File: src/logic/psp_cfg.svh
/*
 * Constants of the parallel slave port controller: APB offsets,
 * field positions, reset values and interrupt bit positions.
 * Assumes it is included by the package, whose macros the design modules then use.
 */
// Notes on behaviour
// - Input-buffer-full, bit 7, set on master write
// - Output-buffer-full, bit 6, until master reads
// - Input overflow, bit 5, sticky until software clears
// - Bit 4 selects slave port or general I/O
// - Port-E direction bits: 1 input, 0 output
// - Bit 3 always reads as zero
// - Both full flags zero after power-on reset
`ifndef PSP_CFG_SVH
`define PSP_CFG_SVH

// APB byte offsets
`define PSP_OFS_STAT 8'h00
`define PSP_OFS_IN 8'h04
`define PSP_OFS_OUT 8'h08
`define PSP_OFS_ISTS 8'h0C
`define PSP_OFS_IMSK 8'h10
`define PSP_OFS_GOUT 8'h14
`define PSP_OFS_GIN 8'h18

// Field positions in the status and direction register
`define PSP_BIT_IN_FULL 7
`define PSP_BIT_OUT_FULL 6
`define PSP_BIT_IN_OVF 5
`define PSP_BIT_MODE 4

// Interrupt status and mask bit positions
`define PSP_IRQ_RX 0
`define PSP_IRQ_TX 1
`define PSP_IRQ_OV 2

// Reset values
`define PSP_RST_DIR 3'h7
`define PSP_RST_DDIR 8'hFF

// Port-E pins used as strobes in slave mode
`define PSP_PIN_RD 0
`define PSP_PIN_WR 1
`define PSP_PIN_CS 2

`endif

File: src/logic/psp_pkg.sv
/*
 * Types of the parallel slave port controller.
 * Assumes psp_cfg.svh is on the include path.
 */
package psp_pkg;
    `include "psp_cfg.svh"

    // Register-side state of the controller
    typedef struct packed {
        logic in_full;      // Input word pending
        logic out_full;     // Output word not yet taken
        logic in_ovf;       // Overflow seen
        logic mode;         // Slave port mode
        logic [2:0] dir;    // Port-E directions
        logic [2:0] ists;   // Sticky interrupt status
        logic [2:0] imsk;   // Interrupt mask
        logic [7:0] glat;   // Data-port output latch
        logic [7:0] ddir;   // Data-port directions
        logic [2:0] elat;   // Port-E output latch
        logic rd_act;       // Read strobe active last cycle
        logic wr_act;       // Write strobe active last cycle
        logic [31:0] rdata; // APB read data
    } psp_state_s;

    // One byte of storage
    typedef struct packed {
        logic [7:0] data;
    } psp_byte_s;
endpackage : psp_pkg

File: src/logic/psp_byte_reg.sv
/*
 * One byte of buffer storage with a load strobe.
 * Assumes a single clock and an asynchronous active-low reset.
 */
`timescale 1ns/10ps
module psp_byte_reg
    import psp_pkg::*;
(
    input wire logic pclk,
    input wire logic presetn,
    input wire logic load,
    input wire logic [7:0] din,
    output logic [7:0] dout
);
    psp_byte_s st_q;   // Stored byte
    psp_byte_s st_d;   // Next stored byte

    // Take the new byte on a load strobe
    always_comb begin
        st_d = st_q;
        if (load) begin
            st_d.data = din;
        end
    end

    // Register the byte
    always_ff @(posedge pclk or negedge presetn) begin
        if (!presetn) begin
            st_q <= '0;
        end else begin
            st_q <= st_d;
        end
    end

    assign dout = st_q.data;
endmodule : psp_byte_reg

File: src/logic/psp_ctrl.sv
/*
 * Parallel slave port controller: an external master writes bytes
 * into an input buffer and reads bytes from an output buffer through
 * strobes on the port-E pins; software reaches status, data, GPIO
 * and interrupt registers over APB.
 * Assumes all pins are synchronous to pclk and that the bench
 * resolves the three-signal pins into wires.
 */
`timescale 1ns/10ps
module psp_ctrl
    import psp_pkg::*;
(
    input wire logic pclk,
    input wire logic presetn,
    input wire logic psel,
    input wire logic penable,
    input wire logic pwrite,
    input wire logic [7:0] paddr,
    input wire logic [31:0] pwdata,
    output logic [31:0] prdata,
    output logic pready,
    output logic pslverr,
    input wire logic [7:0] data_in,
    output logic [7:0] data_out,
    output logic [7:0] data_oe_n,
    input wire logic [2:0] pe_in,
    output logic [2:0] pe_out,
    output logic [2:0] pe_oe_n,
    output logic irq
);
    psp_state_s st_q;     // Registered state
    psp_state_s st_d;     // Next state
    logic [7:0] in_byte;  // Input buffer contents
    logic [7:0] out_byte; // Output buffer contents
    logic acc;            // APB access phase
    logic setup;          // APB setup phase
    logic cs_act;         // Master selects the port
    logic rd_now;         // Master read strobe active
    logic wr_now;         // Master write strobe active
    logic wr_start;       // First cycle of a master write
    logic rd_end;         // Master read just finished
    logic cpu_rd_in;      // Software reads the input buffer
    logic cpu_wr_out;     // Software writes the output buffer
    logic cpu_wr_stat;    // Software writes the status register
    logic cpu_rd_ists;    // Software reads interrupt status
    logic [2:0] ev;       // Interrupt events this cycle

    // Offset decode used by both access decode and error answer
    function automatic logic addr_ok(input logic [7:0] a);
        addr_ok = (a == `PSP_OFS_STAT) || (a == `PSP_OFS_IN) ||
                  (a == `PSP_OFS_OUT) || (a == `PSP_OFS_ISTS) ||
                  (a == `PSP_OFS_IMSK) || (a == `PSP_OFS_GOUT) ||
                  (a == `PSP_OFS_GIN);
    endfunction : addr_ok

    // Status and direction register image
    function automatic logic [7:0] stat_img(input psp_state_s s);
        stat_img = {s.in_full, s.out_full, s.in_ovf, s.mode, 1'b0,
                    s.dir};
    endfunction : stat_img

    // Input buffer, loaded by the master write strobe
    psp_byte_reg u_in_buf (
        .pclk(pclk),
        .presetn(presetn),
        .load(wr_start),
        .din(data_in),
        .dout(in_byte)
    );

    // Output buffer, loaded by software
    psp_byte_reg u_out_buf (
        .pclk(pclk),
        .presetn(presetn),
        .load(cpu_wr_out),
        .din(pwdata[7:0]),
        .dout(out_byte)
    );

    // APB phase and access decode
    always_comb begin
        setup = psel && !penable;
        acc = psel && penable && addr_ok(paddr);
        cpu_rd_in = acc && !pwrite && (paddr == `PSP_OFS_IN);
        cpu_wr_out = acc && pwrite && (paddr == `PSP_OFS_OUT);
        cpu_wr_stat = acc && pwrite && (paddr == `PSP_OFS_STAT);
        cpu_rd_ists = acc && !pwrite && (paddr == `PSP_OFS_ISTS);
    end

    // Master strobes, active low on the port-E pins, slave mode only
    always_comb begin
        cs_act = st_q.mode && !pe_in[`PSP_PIN_CS];
        rd_now = cs_act && !pe_in[`PSP_PIN_RD];
        wr_now = cs_act && !pe_in[`PSP_PIN_WR];
        wr_start = wr_now && !st_q.wr_act;
        rd_end = st_q.rd_act && !rd_now;
        ev = '0;
        ev[`PSP_IRQ_RX] = wr_start;
        ev[`PSP_IRQ_TX] = rd_end && st_q.out_full;
        ev[`PSP_IRQ_OV] = wr_start && st_q.in_full && !cpu_rd_in;
    end

    // Next-state logic for flags, control and read data
    always_comb begin
        st_d = st_q;
        st_d.rd_act = rd_now;
        st_d.wr_act = wr_now;
        // Input flag: the CPU read clears, a new word wins
        if (cpu_rd_in) begin
            st_d.in_full = 1'b0;
        end
        if (wr_start) begin
            st_d.in_full = 1'b1;
        end
        // Output flag: the master read clears, a new write wins
        if (rd_end) begin
            st_d.out_full = 1'b0;
        end
        if (cpu_wr_out) begin
            st_d.out_full = 1'b1;
        end
        // Control fields and software clear of the overflow flag
        if (cpu_wr_stat) begin
            st_d.mode = pwdata[`PSP_BIT_MODE];
            st_d.dir = pwdata[2:0];
            if (!pwdata[`PSP_BIT_IN_OVF]) begin
                st_d.in_ovf = 1'b0;
            end
        end
        // Overflow set wins over the software clear
        if (ev[`PSP_IRQ_OV]) begin
            st_d.in_ovf = 1'b1;
        end
        // Other writable registers
        if (acc && pwrite && (paddr == `PSP_OFS_IMSK)) begin
            st_d.imsk = pwdata[2:0];
        end
        if (acc && pwrite && (paddr == `PSP_OFS_GOUT)) begin
            st_d.glat = pwdata[7:0];
            st_d.elat = pwdata[10:8];
            st_d.ddir = pwdata[23:16];
        end
        // Sticky events: a read clears, an event in that cycle stays
        if (cpu_rd_ists) begin
            st_d.ists = ev;
        end else begin
            st_d.ists = st_q.ists | ev;
        end
        // Read data is prepared in the setup phase
        if (setup) begin
            st_d.rdata = '0;
            unique case (paddr)
                `PSP_OFS_STAT: begin
                    st_d.rdata[7:0] = stat_img(st_q);
                end
                `PSP_OFS_IN: begin
                    st_d.rdata[7:0] = in_byte;
                end
                `PSP_OFS_OUT: begin
                    st_d.rdata[7:0] = out_byte;
                end
                `PSP_OFS_ISTS: begin
                    st_d.rdata[2:0] = st_q.ists | ev;
                end
                `PSP_OFS_IMSK: begin
                    st_d.rdata[2:0] = st_q.imsk;
                end
                `PSP_OFS_GOUT: begin
                    st_d.rdata = {8'h00, st_q.ddir, 5'h00, st_q.elat,
                                  st_q.glat};
                end
                `PSP_OFS_GIN: begin
                    st_d.rdata = {21'h000000, pe_in, data_in};
                end
                default: begin
                    st_d.rdata = '0;
                end
            endcase
        end
    end

    // State register; both full flags clear at reset
    always_ff @(posedge pclk or negedge presetn) begin
        if (!presetn) begin
            st_q <= '0;
            st_q.dir <= `PSP_RST_DIR;
            st_q.ddir <= `PSP_RST_DDIR;
        end else begin
            st_q <= st_d;
        end
    end

    // APB answer: no wait states, error on unmapped offsets
    assign pready = 1'b1;
    assign pslverr = psel && penable && !addr_ok(paddr);
    assign prdata = st_q.rdata;
    assign irq = |(st_q.ists & st_q.imsk);

    // Data bus: output buffer during a master read in slave mode
    always_comb begin
        if (st_q.mode) begin
            data_out = out_byte;
            data_oe_n = rd_now ? 8'h00 : 8'hFF;
        end else begin
            data_out = st_q.glat;
            data_oe_n = st_q.ddir;
        end
    end

    // Port-E pins: strobe inputs in slave mode, else by direction
    always_comb begin
        pe_out = st_q.elat;
        if (st_q.mode) begin
            pe_oe_n = 3'h7;
        end else begin
            pe_oe_n = st_q.dir;
        end
    end
endmodule : psp_ctrl

File: config.mk
export PLATFORM = sky130hd
export DESIGN_NAME = psp_ctrl
export DESIGN_NICKNAME = d
export VERILOG_FILES = /design/src/logic/psp_pkg.sv /design/src/logic/psp_byte_reg.sv /design/src/logic/psp_ctrl.sv
export VERILOG_INCLUDE_DIRS = /design/src /design/src/logic
export SDC_FILE = /design/constraint.sdc
export NUM_CORES = 1
export LEC_CHECK = 0
export ABC_CLOCK_PERIOD_IN_PS = 1700
export BUFFER_PORTS_ARGS = -buffer_cell sky130_fd_sc_hd__buf_4
export CAP_MARGIN = 20
export CORE_MARGIN = 4
export CORE_UTILIZATION = 52
export DETAILED_ROUTE_END_ITERATION = 7
export PLACE_DENSITY_LB_ADDON = 0.25
export SLEW_MARGIN = 20
export SYNTH_ARGS = -nofsm -noshare
export SYNTH_HDL_FRONTEND = slang
export SYNTH_SLANG_ARGS = --single-unit
File: constraint.sdc
create_clock -name pclk -period 1.7 [get_ports pclk]
set_input_delay 0.17 -clock pclk [delete_from_list [all_inputs] [get_ports pclk]]
set_output_delay 0.17 -clock pclk [all_outputs]
set_load 0.01 [all_outputs]
After elaboration in Yosys (flattened, before gate mapping)
Cells that the tools add are included.
Widths: inputs -> output; s select.

word-level totals
  bits in registers = 82
  bits of input ports = 56
  word-level logic and storage cells = 80

operators by class
  equal/unequal tests = 7
  multiplexer cells = 15
  bitwise logic cells = 2
  reductions and logical operators = 41

operators with widths
  kind                count
  $pmux 16 s2         1
  $pmux 5 s5          1
  $eq 8x5->1 const B  3
  $mux 8              3
  $pmux 3 s7          1
  $logic_and 1x1->1   20
  $eq 8x4->1 const B  2
  $logic_not 1->1     9
  $eq 8x3->1 const B  1
  $logic_not 8->1     1
  $logic_or 1x1->1    6
  $mux 1              6
  $mux 3              2
  $reduce_bool 2->1   3
  $mux 5              1
  $and 3x3->3         1
  $or 3x3->3          1
  $reduce_or 3->1     1
  $ne 2x1->1 const B  1
  $reduce_and 2->1    1

Longest topological paths before layout
Gate-level depths: netlist of run 1.

  word-level depth = 14
  depth in mapped cells = 7
  depth with buffers taken out = 5

Modules after synthesis
A second synthesis of run 1 with hierarchy kept.

second synthesis, totals
  cells, all modules = 325
  area total of the unflattened synthesis = 3726.1 µm²

modules (own cells, without submodules)
  module        times used  cells each  area each (µm²)  sequential area each (µm²)
  psp_ctrl      1           291         3062.9           1340.0
  psp_byte_reg  2           17          331.6            200.2

Least setup slack after synthesis of run 1
No wires, ideal clock.

  path type = input -> register
  from = in paddr[5]
  to = reg st_q[45] in the netlist's numbering
  arrival = 1.459 ns
  slack = 0.116 ns
  cell stages on the path = 7
  path buffers = 2
  path through = nor3_4 -> nand2_4 -> nor2_4 -> and4_4 -> buf_12 -> buf_12 -> mux2_4

on the way
  cells in the longest elaborated chain, start to end = 10
  elaborated cells on any way between the ends = 16
  those cells by class = eq/ne (6); reduce/logical (10)

RTL lines
  item                                           RTL line         text
  start: declaration                             psp_ctrl.sv:18   input wire logic [7:0] paddr,
  $eq 8x3->1 or $logic_not 8->1 (tied branches)  n/a
  $logic_or 1x1->1 (6 in a row)                  psp_ctrl.sv:50   addr_ok = (a == `PSP_OFS_STAT) || (a == `PSP_OFS_IN) ||
  $logic_and 1x1->1                              psp_ctrl.sv:83   acc = psel && penable && addr_ok(paddr);
  $logic_and 1x1->1                              psp_ctrl.sv:138  if (acc && pwrite && (paddr == `PSP_OFS_GOUT)) begin
  $logic_and 1x1->1 (*)                          psp_ctrl.sv:138
  end signal: assignment                         psp_ctrl.sv:189  st_q <= st_d;
  end: declaration                               psp_ctrl.sv:31   psp_state_s st_q;

Every way passes the cells marked *; elsewhere a longest branch is shown, timed or not.
A chain may end at the register's enable or synchronous reset.

Worst setup path after layout of run 1
  from = reg st_q[62] in the netlist's numbering
  to = out data_out[3]

on the way
  cells in the longest elaborated chain, start to end = 1

RTL lines
  item              RTL line         text
  $mux 8            psp_ctrl.sv:201  if (st_q.mode) begin
  end: declaration  psp_ctrl.sv:24   output logic [7:0] data_out,

No other way between the ends.

==> results of run 1 <==
registers in the layout, summed over array words and instances, names as in the netlist:
register,flops
pe_out,3
prdata,19
st_q,31
u_in_buf.dout,8
u_out_buf.dout,8
layout make-up:
type                            instances  area share (%)
Clock inverter                          7            1.12
Timing Repair Buffer                  109            20.0
Multi-Input combinational cell        223            35.5
Tap cell                               96            2.62
Clock buffer                            9            2.70
Inverter                                2           0.164
Sequential cell                        69            37.9
metrics by stage:
| stage | cells | area (sq um) | utilization, % |
|---|---|---|---|
| final | 515 | 4590 | 67.2 |
| after global routing | 515 | 4590 | 67.2 |
| after CTS | 514 | 4540 | 66.5 |
| after detailed placement | 495 | 4330 | 63.4 |
| after global placement | 495 | 4330 | 63.4 |
| after floorplan | 347 | 3740 | - |
power breakdown:
part	leakage [uW]	total [uW]	switching (uW)	internal [uW]
sequential	0.000909	1710	28.9	1680
clock	0.0000856	1190	662	533
combinational	0.00132	363	186	177
cell usage in the layout (no fill, tap or decap), types with 10 or more instances in the layout:
cell type	instances
sky130_fd_sc_hd__nand3_1	15
sky130_fd_sc_hd__conb_1	14
sky130_fd_sc_hd__o21ai_0	11
sky130_fd_sc_hd__buf_4	99
sky130_fd_sc_hd__nor2_1	26
sky130_fd_sc_hd__dfstp_2	11
sky130_fd_sc_hd__dfrtp_1	57
sky130_fd_sc_hd__mux2_4	10
sky130_fd_sc_hd__nand2_1	28
sky130_fd_sc_hd__mux2i_1	11
sky130_fd_sc_hd__mux2_2	41
cells by family after synthesis:
family	Yosys count
multiplexers	62
AO/OA/AOI/OAI	40
flip-flops	69
AND/OR/NAND/NOR	107
buffers and inverters	55
other	2
routing by layer:
metal / track usage [%] / vias to the layer above / share of wire (%)
met2: 33.3 / 123 / 46
met1: 30.5 / 1361 / 45
met3: 3.45 / 12 / 6.8
met5: 0 / - / 0
li1: - / 1290 / -
met4: 9.16 / 0 / 2.0
what timing repair did:
item                                    in CTS  in global routing
gates cloned                                 0                  1
resized for setup                            1                  5
endpoints found under the setup margin       8                 19
hold buffers                                 3                  0
pin swaps                                    0                  0
endpoints found under the hold margin       22                  0
how the worst min path moves through the flow:
stage | slack, ps | cells past startpoint | startpoint | end
after global routing | 40 | 2 | pwdata[20] | st_q[41]$_DFFE_PN1P_
after detailed placement | 80 | 1 | presetn | st_q[57]$_DFF_PN0_
after global placement | 80 | 1 | presetn | st_q[56]$_DFF_PN0_
after floorplan | -130 | 0 | presetn | pe_out[0]$_DFFE_PN0P_
after CTS | 40 | 2 | pwdata[20] | st_q[41]$_DFFE_PN1P_
final | 50 | 2 | pwdata[10] | pe_out[2]$_DFFE_PN0P_
==> run summary, run 1 <==
The tools report the worst-case register-to-register setup slack as 230 ps. The number of global-route vias before repair is 2803. The root buffer cell chosen for the clock tree is sky130_fd_sc_hd__clkbuf_8. The number of antenna diodes in the final layout is 0. Measured in cells, the most critical reg-to-reg path has a length of 5. The pre-CTS setup slack was 51.0 ps; the gate count of the mapped netlist was 335. Across the run, the number of max-cap violations was 0. The final routed wire length divided by cell count was 17.6 um. The number of clock buffers added by TritonCTS is 9. The floorplan has 30 rows. The worst setup path endpoint is data_out[3].

The critical path goes through buf_12, mux2_2, buf_4. For the remaining global-route overflow, the log shows 0. The number of H-tree levels is 3.

For the final routed database, the setup TNS stands at 0 ps. Counting the fill cells in the layout gives 539. From bottom edge to top edge, the die measures 92.3 um. The simple-gate area share of the yosys netlist was 15.5%.

Summed over all cells, the static leakage comes to 0.00231 uW. For this design, the slowest cell found on the critical path is sky130_fd_sc_hd__dfrtp_2. The count of buffers from port buffering works out to 85.

The commonest cells after synthesis are 58 x sky130_fd_sc_hd__dfrtp_1, 41 x sky130_fd_sc_hd__mux2_2, 36 x sky130_fd_sc_hd__buf_4. The run gives 0.483 mV as the worst ir drop on vdd. The worst register-to-register path ends at prdata[0]$_DFFE_PN0P_. Of all nets on the critical path, the largest fanout is 11. For the routed wire length, the log shows 9.09 mm. The count of cell instances traversed by the critical path is 3. The clock passes through at most 2 buffers. The mapped netlist covers 3690 sq um.

Counting flops and latches in the post-synthesis netlist gives 69. The clock-pin transition on the worst setup and hold timing paths works out to 80 ps. The final count of pins violating max slew was 0. Setup repair after global routing left no endpoint under its margin. The critical path's largest stage delay works out to 430 ps.

TritonCTS built the clock tree. The Yosys warning count came out at 0. Number of antenna violations at the first check in global routing: 0. Broken down by cell family, the worst path's largest delay share belongs to flip-flops. The tools report the distinct cell type count of the synthesized netlist as 50. The run gives 340 ps as the clock latency on the worst-skew pair. The primary flip-flop cell chosen by synthesis mapping was sky130_fd_sc_hd__dfrtp_1. At the end of routability-driven placement, the weighted congestion stood at 0.909. Of the available clock period, the critical path in the final layout requires 94.8%. The library cell occupying the most area in the post-synthesis netlist is sky130_fd_sc_hd__dfrtp_1. The share of layout cells above drive strength 1 came out at 47.3%. Relative to the synthesized area, the layout overhead comes to 24.3%. The per-instance average area after synthesis is 11.0 sq um, and the area of the multi-input gates is 1630 sq um. Summed over its instances, the top area cell type makes up 39.3% of the synthesized netlist area. For this run, design rule violations remaining after detail routing come to 0. The sequential share of the synthesized area is 47.1%, and the adder and majority gate portion of the synthesized area is 0%.

Power after layout: 3270 uW. The critical path starts at st_q[62]$_DFFE_PN0P_. The tools report the initial standard-cell utilization of the core as 54.1%. Clock skew on the completed layout was measured at 8.29 ps. Number of clock sinks seen by CTS: 69.

The run gives 8520 sq um as the die area. STA classifies the critical path endpoint as a primary output. Setup violations remaining at the end of the flow were counted as 0. The run gives 188 as the iteration-0 DRC count of the detailed router. The proportion of synthesized area in mux cells is 19.5%. Derived from the worst setup path, the maximum achievable clock frequency is 621 MHz. Most frequent cell after synthesis: sky130_fd_sc_hd__dfrtp_1.

The global-route wire length before repair came out at 14.3 mm. In this run the remaining antenna-violating nets after routing total 0. Pin placement for this block handled 113 I/O pins.

In this run the post-CTS setup repair buffer count came out at 0. Hold timing on the final database bottoms out at a slack of 51.3 ps. After synthesis, the largest family of logic cells by area is multiplexers. The critical path is of the reg -> out type. The footprint of the flip-flops and latches is 1740 sq um, and the post-synthesis compound-gate area fraction is 7.25%. The async set or reset register ratio after synthesis came out at 100%.

The flow ran to the end, and the final reports show no timing, DRC or antenna violations. The routed design could run at a clock period as short as 1610 ps. The classification of the worst-slack hold path was in -> reg. The final hold violation count was 0; the critical path required time was 1530 ps. After the last flow step, the layout net total stands at 470.

The length of the first detailed-routing pass in iterations was 5. The fraction of synthesized cell area in xor and xnor cells is 0%, and the average via count per standard cell is 5.41. Counting both buffers and inverters, the worst setup path holds a total of 2. The final route contains 2786 vias.

In this run the critical register-to-register path is launched from st_q[32]$_DFF_PN0_. Floorplan die width: 92.3 um. Power density relative to cell area: 712 nW/um^2. The worst setup path is launched from a flip-flop. Entering global routing, the biggest net connects 49 pins. The area inside the core boundary is 6830 sq um, and the signal arrival time at the worst endpoint is 1440 ps. The tools report the setup slack of the critical path after layout as 89.0 ps.

For the half-perimeter wire length of the detailed placement result, the log shows 6.76 mm. Global routing used 21.7% of the available tracks across all layers. The number of enable flip-flop cells after synthesis is 0. Yosys attributes the largest share of cell area to sky130_fd_sc_hd__dfrtp_1 39%, sky130_fd_sc_hd__mux2_2 13%, sky130_fd_sc_hd__dfstp_2 7.8%.
(Power assumes the default switching activity.)
==> run 2, diff against run 1 <==
CORE_UTILIZATION = 45   (was 52)
CTS_BUF_LIST = sky130_fd_sc_hd__clkbuf_4   (was not set)
==> run 2 against run 1 <==
  * Via count up 3.0%
  * Clock-buffer cell count increased by 1
  * Critical path depth unchanged
  * Sequential share of layout area down 2.2 points
  * Die area rose by 14%
  * Sequential power about the same
  * Power is 1.5% higher
  * Design area is 6.2% higher
  * Wire length is 1.1% higher
  * Clock power is essentially flat
  * Cell count increased by 6.8%
  * Largest cell class unchanged
==> run summary, run 2 (synthesis results as in run 1) <==
The die outline height was 98.6 um (+6.8%); the initial standard-cell utilization of the core was 47.1% (-7.0 points). The cell area after layout was 4880 sq um (+6.2%); the boundary pin count was 113 (unchanged). The run gives 2926 (+4.4%) as the number of global-route vias before repair. The logs give 0 (unchanged) for the number of diodes added for antenna fixing and 9.19 mm (+1.1%) for the routed wire length. The tools report the final hold violation count as 0 (unchanged). The iteration-0 DRC count of the detailed router came out at 158 (-16%). The length of the first detailed-routing pass in iterations is 4 (-1). st_q holds more flip-flops than any other register.

The maximum clock rate is 595 MHz (-4.1%), and the sequential fraction of design power is 51.5% (-0.8 points). The run gives 0 (unchanged) as the remaining antenna violation count. The tools report the filler cell count as 668 (+24%). The final routed wire length divided by cell count is 16.7 um (-5.4%), and the share of layout cells above drive strength 1 is 44.9% (-2.4 points).

The logs give 0 (unchanged) for the remaining global-route overflow and 19.4 ps (-69.6 ps) for the setup slack of the critical path after layout. The critical path's largest stage delay came out at 450 ps (+20 ps). The count of buffers from port buffering is 85 (unchanged). The highest-delay cell along the critical path was sky130_fd_sc_hd__dfrtp_2. Proportion of power drawn by combinational gates: 12.5% (+1.4 points). Power after layout: 3320 uW (+1.5%). The tools report the element type at the critical path start as a flip-flop. The clock-pin transition on the worst setup and hold timing paths was 110 ps (+30 ps).

The power density relative to cell area came out at 680 nW/um^2 (-4.4%). The number of standard-cell rows in the floorplan came out at 32 (+6.7%). The largest buffer count on any clock path was 2 (unchanged); the worst-case clock skew was 13.7 ps (+5.46 ps).

The global-route wire length before repair is 15.0 mm (+5.0%), and the die area is 9720 sq um (+14%). The logs give 62.1% (-5.0 points) for the post-route core utilization and 65.9% for the worst slew slack as a fraction of its limit. The number of antenna violations at the first check in global routing was 0 (unchanged); the DRC violations left was 0 (unchanged).

Clock tree synthesis selected as its root buffer the cell sky130_fd_sc_hd__clkbuf_4. The maximum fanout along the worst path came out at 13 (+2). The tools report the net switching power figure as 804 uW (-8.2%). The half-perimeter wire length of the detailed placement result was 6.77 mm (about the same); the number of vias after detailed routing was 2869 (+3.0%). The critical path required time is 1530 ps (about the same).

For the pin with the worst max-slew slack, the measured transition is 512 ps. The number of max-cap violations is 0 (unchanged). The pre-CTS setup slack was 35.7 ps (-15.3 ps). TritonCTS built the clock tree. The floorplan die width was 98.6 um (+6.8%). In the layout the commonest cells are 95 x sky130_fd_sc_hd__buf_4, 57 x sky130_fd_sc_hd__dfrtp_1, 35 x sky130_fd_sc_hd__mux2_2.

The switching power as a share of total power came out at 24.2% (-2.6 points). Most common cell after layout, fill and taps aside: sky130_fd_sc_hd__buf_4. The tools report the element type at the critical path end as a primary output. The post-route worst hold slack is 28.0 ps (-23.3 ps). The run gives 2510 uW (+5.1%) as the internal portion of total power. The run gives 499 (+6.2%) as the net count reported at finish.

The average via count per standard cell is 5.22 (-3.6%), and the total global routing track utilization is 19.5% (-2.2 points). The area growth from synthesis to layout is 32.0%. The post-placement cell area is 4340 sq um (+0.12%), and the number of clock sinks seen by CTS is 69 (unchanged).

The setup path with the least slack is of type reg -> out. The number of H-tree levels was 3 (unchanged); the flip-flop count of the largest register after layout was 31 (unchanged). The final count of pins violating max slew was 0 (unchanged). The minimum clock period was 1680 ps (+69.6 ps); the worst ir drop on vdd was 0.405 mV (-16%).

Part of the total power dissipated in the clock network: 36.0% (-0.6 points). The flow ran to the end, and the final reports show no timing, DRC or antenna violations. The run gives 44 (-10%) as the largest net degree at the start of global routing. The tools report the clock latency on the worst-skew pair as 400 ps (+60 ps). The critical path goes through buf_12, mux2_2, buf_4. Total setup violations reported at the end of the flow: 0 (unchanged). The tightest min-delay check is of the in -> reg type. The area inside the core boundary was 7850 sq um (+15%).

Setup repair after global routing could not meet its margin everywhere. The signal arrival time at the worst endpoint was 1510 ps (+70 ps). The run gives 9 (unchanged) as the clock buffer count from CTS. The ratio of final minimum period to clock period is 98.9% (+4.1 points). The logs give 0.897 (-1.3%) for the placer congestion estimate and 0.00244 uW (+5.6%) for the static leakage power.
-- run 2: cell count changes in the layout (fill, tap and decap cells not counted), moves of 2 or more --
| cell | change |
|---|---|
| sky130_fd_sc_hd__buf_12 | -2 |
| sky130_fd_sc_hd__dlygate4sd3_1 | +26 |
| sky130_fd_sc_hd__clkinvlp_4 | -2 |
| sky130_fd_sc_hd__mux2_2 | -6 |
| sky130_fd_sc_hd__buf_4 | -4 |
| sky130_fd_sc_hd__mux2_4 | +6 |
| sky130_fd_sc_hd__clkbuf_4 | +10 |
| sky130_fd_sc_hd__clkbuf_8 | -9 |
| sky130_fd_sc_hd__buf_6 | +10 |
| sky130_fd_sc_hd__bufinv_16 | +2 |
-- run 2: worst max-delay path, delay by kind of cell (launching register included) --
kind,cells,cell delay [ps]
flip-flops,1,450
multiplexers,1,340
buffers and inverters,2,310
-- run 2: area by class of cell --
type | instances | area (sq um) | area share, %
Clock inverter | 6 | 87.6 | 1.80
Timing Repair Buffer | 138 | 1200 | 24.5
Multi-Input combinational cell | 223 | 1640 | 33.7
Sequential cell | 69 | 1740 | 35.7
Inverter | 2 | 7.51 | 0.154
Clock buffer | 10 | 75.1 | 1.54
Tap cell | 102 | 128 | 2.62
-- run 2: through the flow --
step	std cells	setup TNS, ps
after floorplan	347	0
after global placement	504	0
after detailed placement	504	0
after CTS	549	-6.60
after global routing	550	-367
final	550	0
-- run 2: what timing repair did --
action,in CTS,in global routing
pin swaps,0,1
endpoints found under the setup margin,19,20
hold buffers,28,1
resized for setup,4,17
hold endpoints to repair,58,1
buffers inserted,1,0
gates cloned,0,0
-- run 2: path summary, 6_finish.rpt --
path | slack [ps] | endpoint | startpoint | depth (start not counted)
min | 30 | u_in_buf.dout[3]$_DFFE_PN0P_ | data_in[3] | 2
max | 20 | data_out[1] | st_q[62]$_DFFE_PN0P_ | 3
min in group asynchronous | 220 | st_q[46]$_DFFE_PN0P_ | presetn | 2
min reg2reg | 490 | prdata[18]$_DFFE_PN0P_ | prdata[18]$_DFFE_PN0P_ | 2
max in group asynchronous | 880 | st_q[38]$_DFFE_PN1P_ | presetn | 3
max reg2reg | 70 | prdata[0]$_DFFE_PN0P_ | st_q[62]$_DFFE_PN0P_ | 6
-- run 2: power groups by stage --
stage	registers (uW)	clock network [uW]	logic [uW]
after floorplan	1730	0	186
after global placement	1740	0	356
after detailed placement	1740	0	359
after CTS	1710	1230	411
after global routing	1710	1300	455
final	1710	1190	415
-- run 2: per-layer routing --
metal  track usage (%)  share of wire, %
met5                 0                 0
met2              31.5                48
met3              3.82               6.6
met4              6.30               1.0
met1              26.5                44
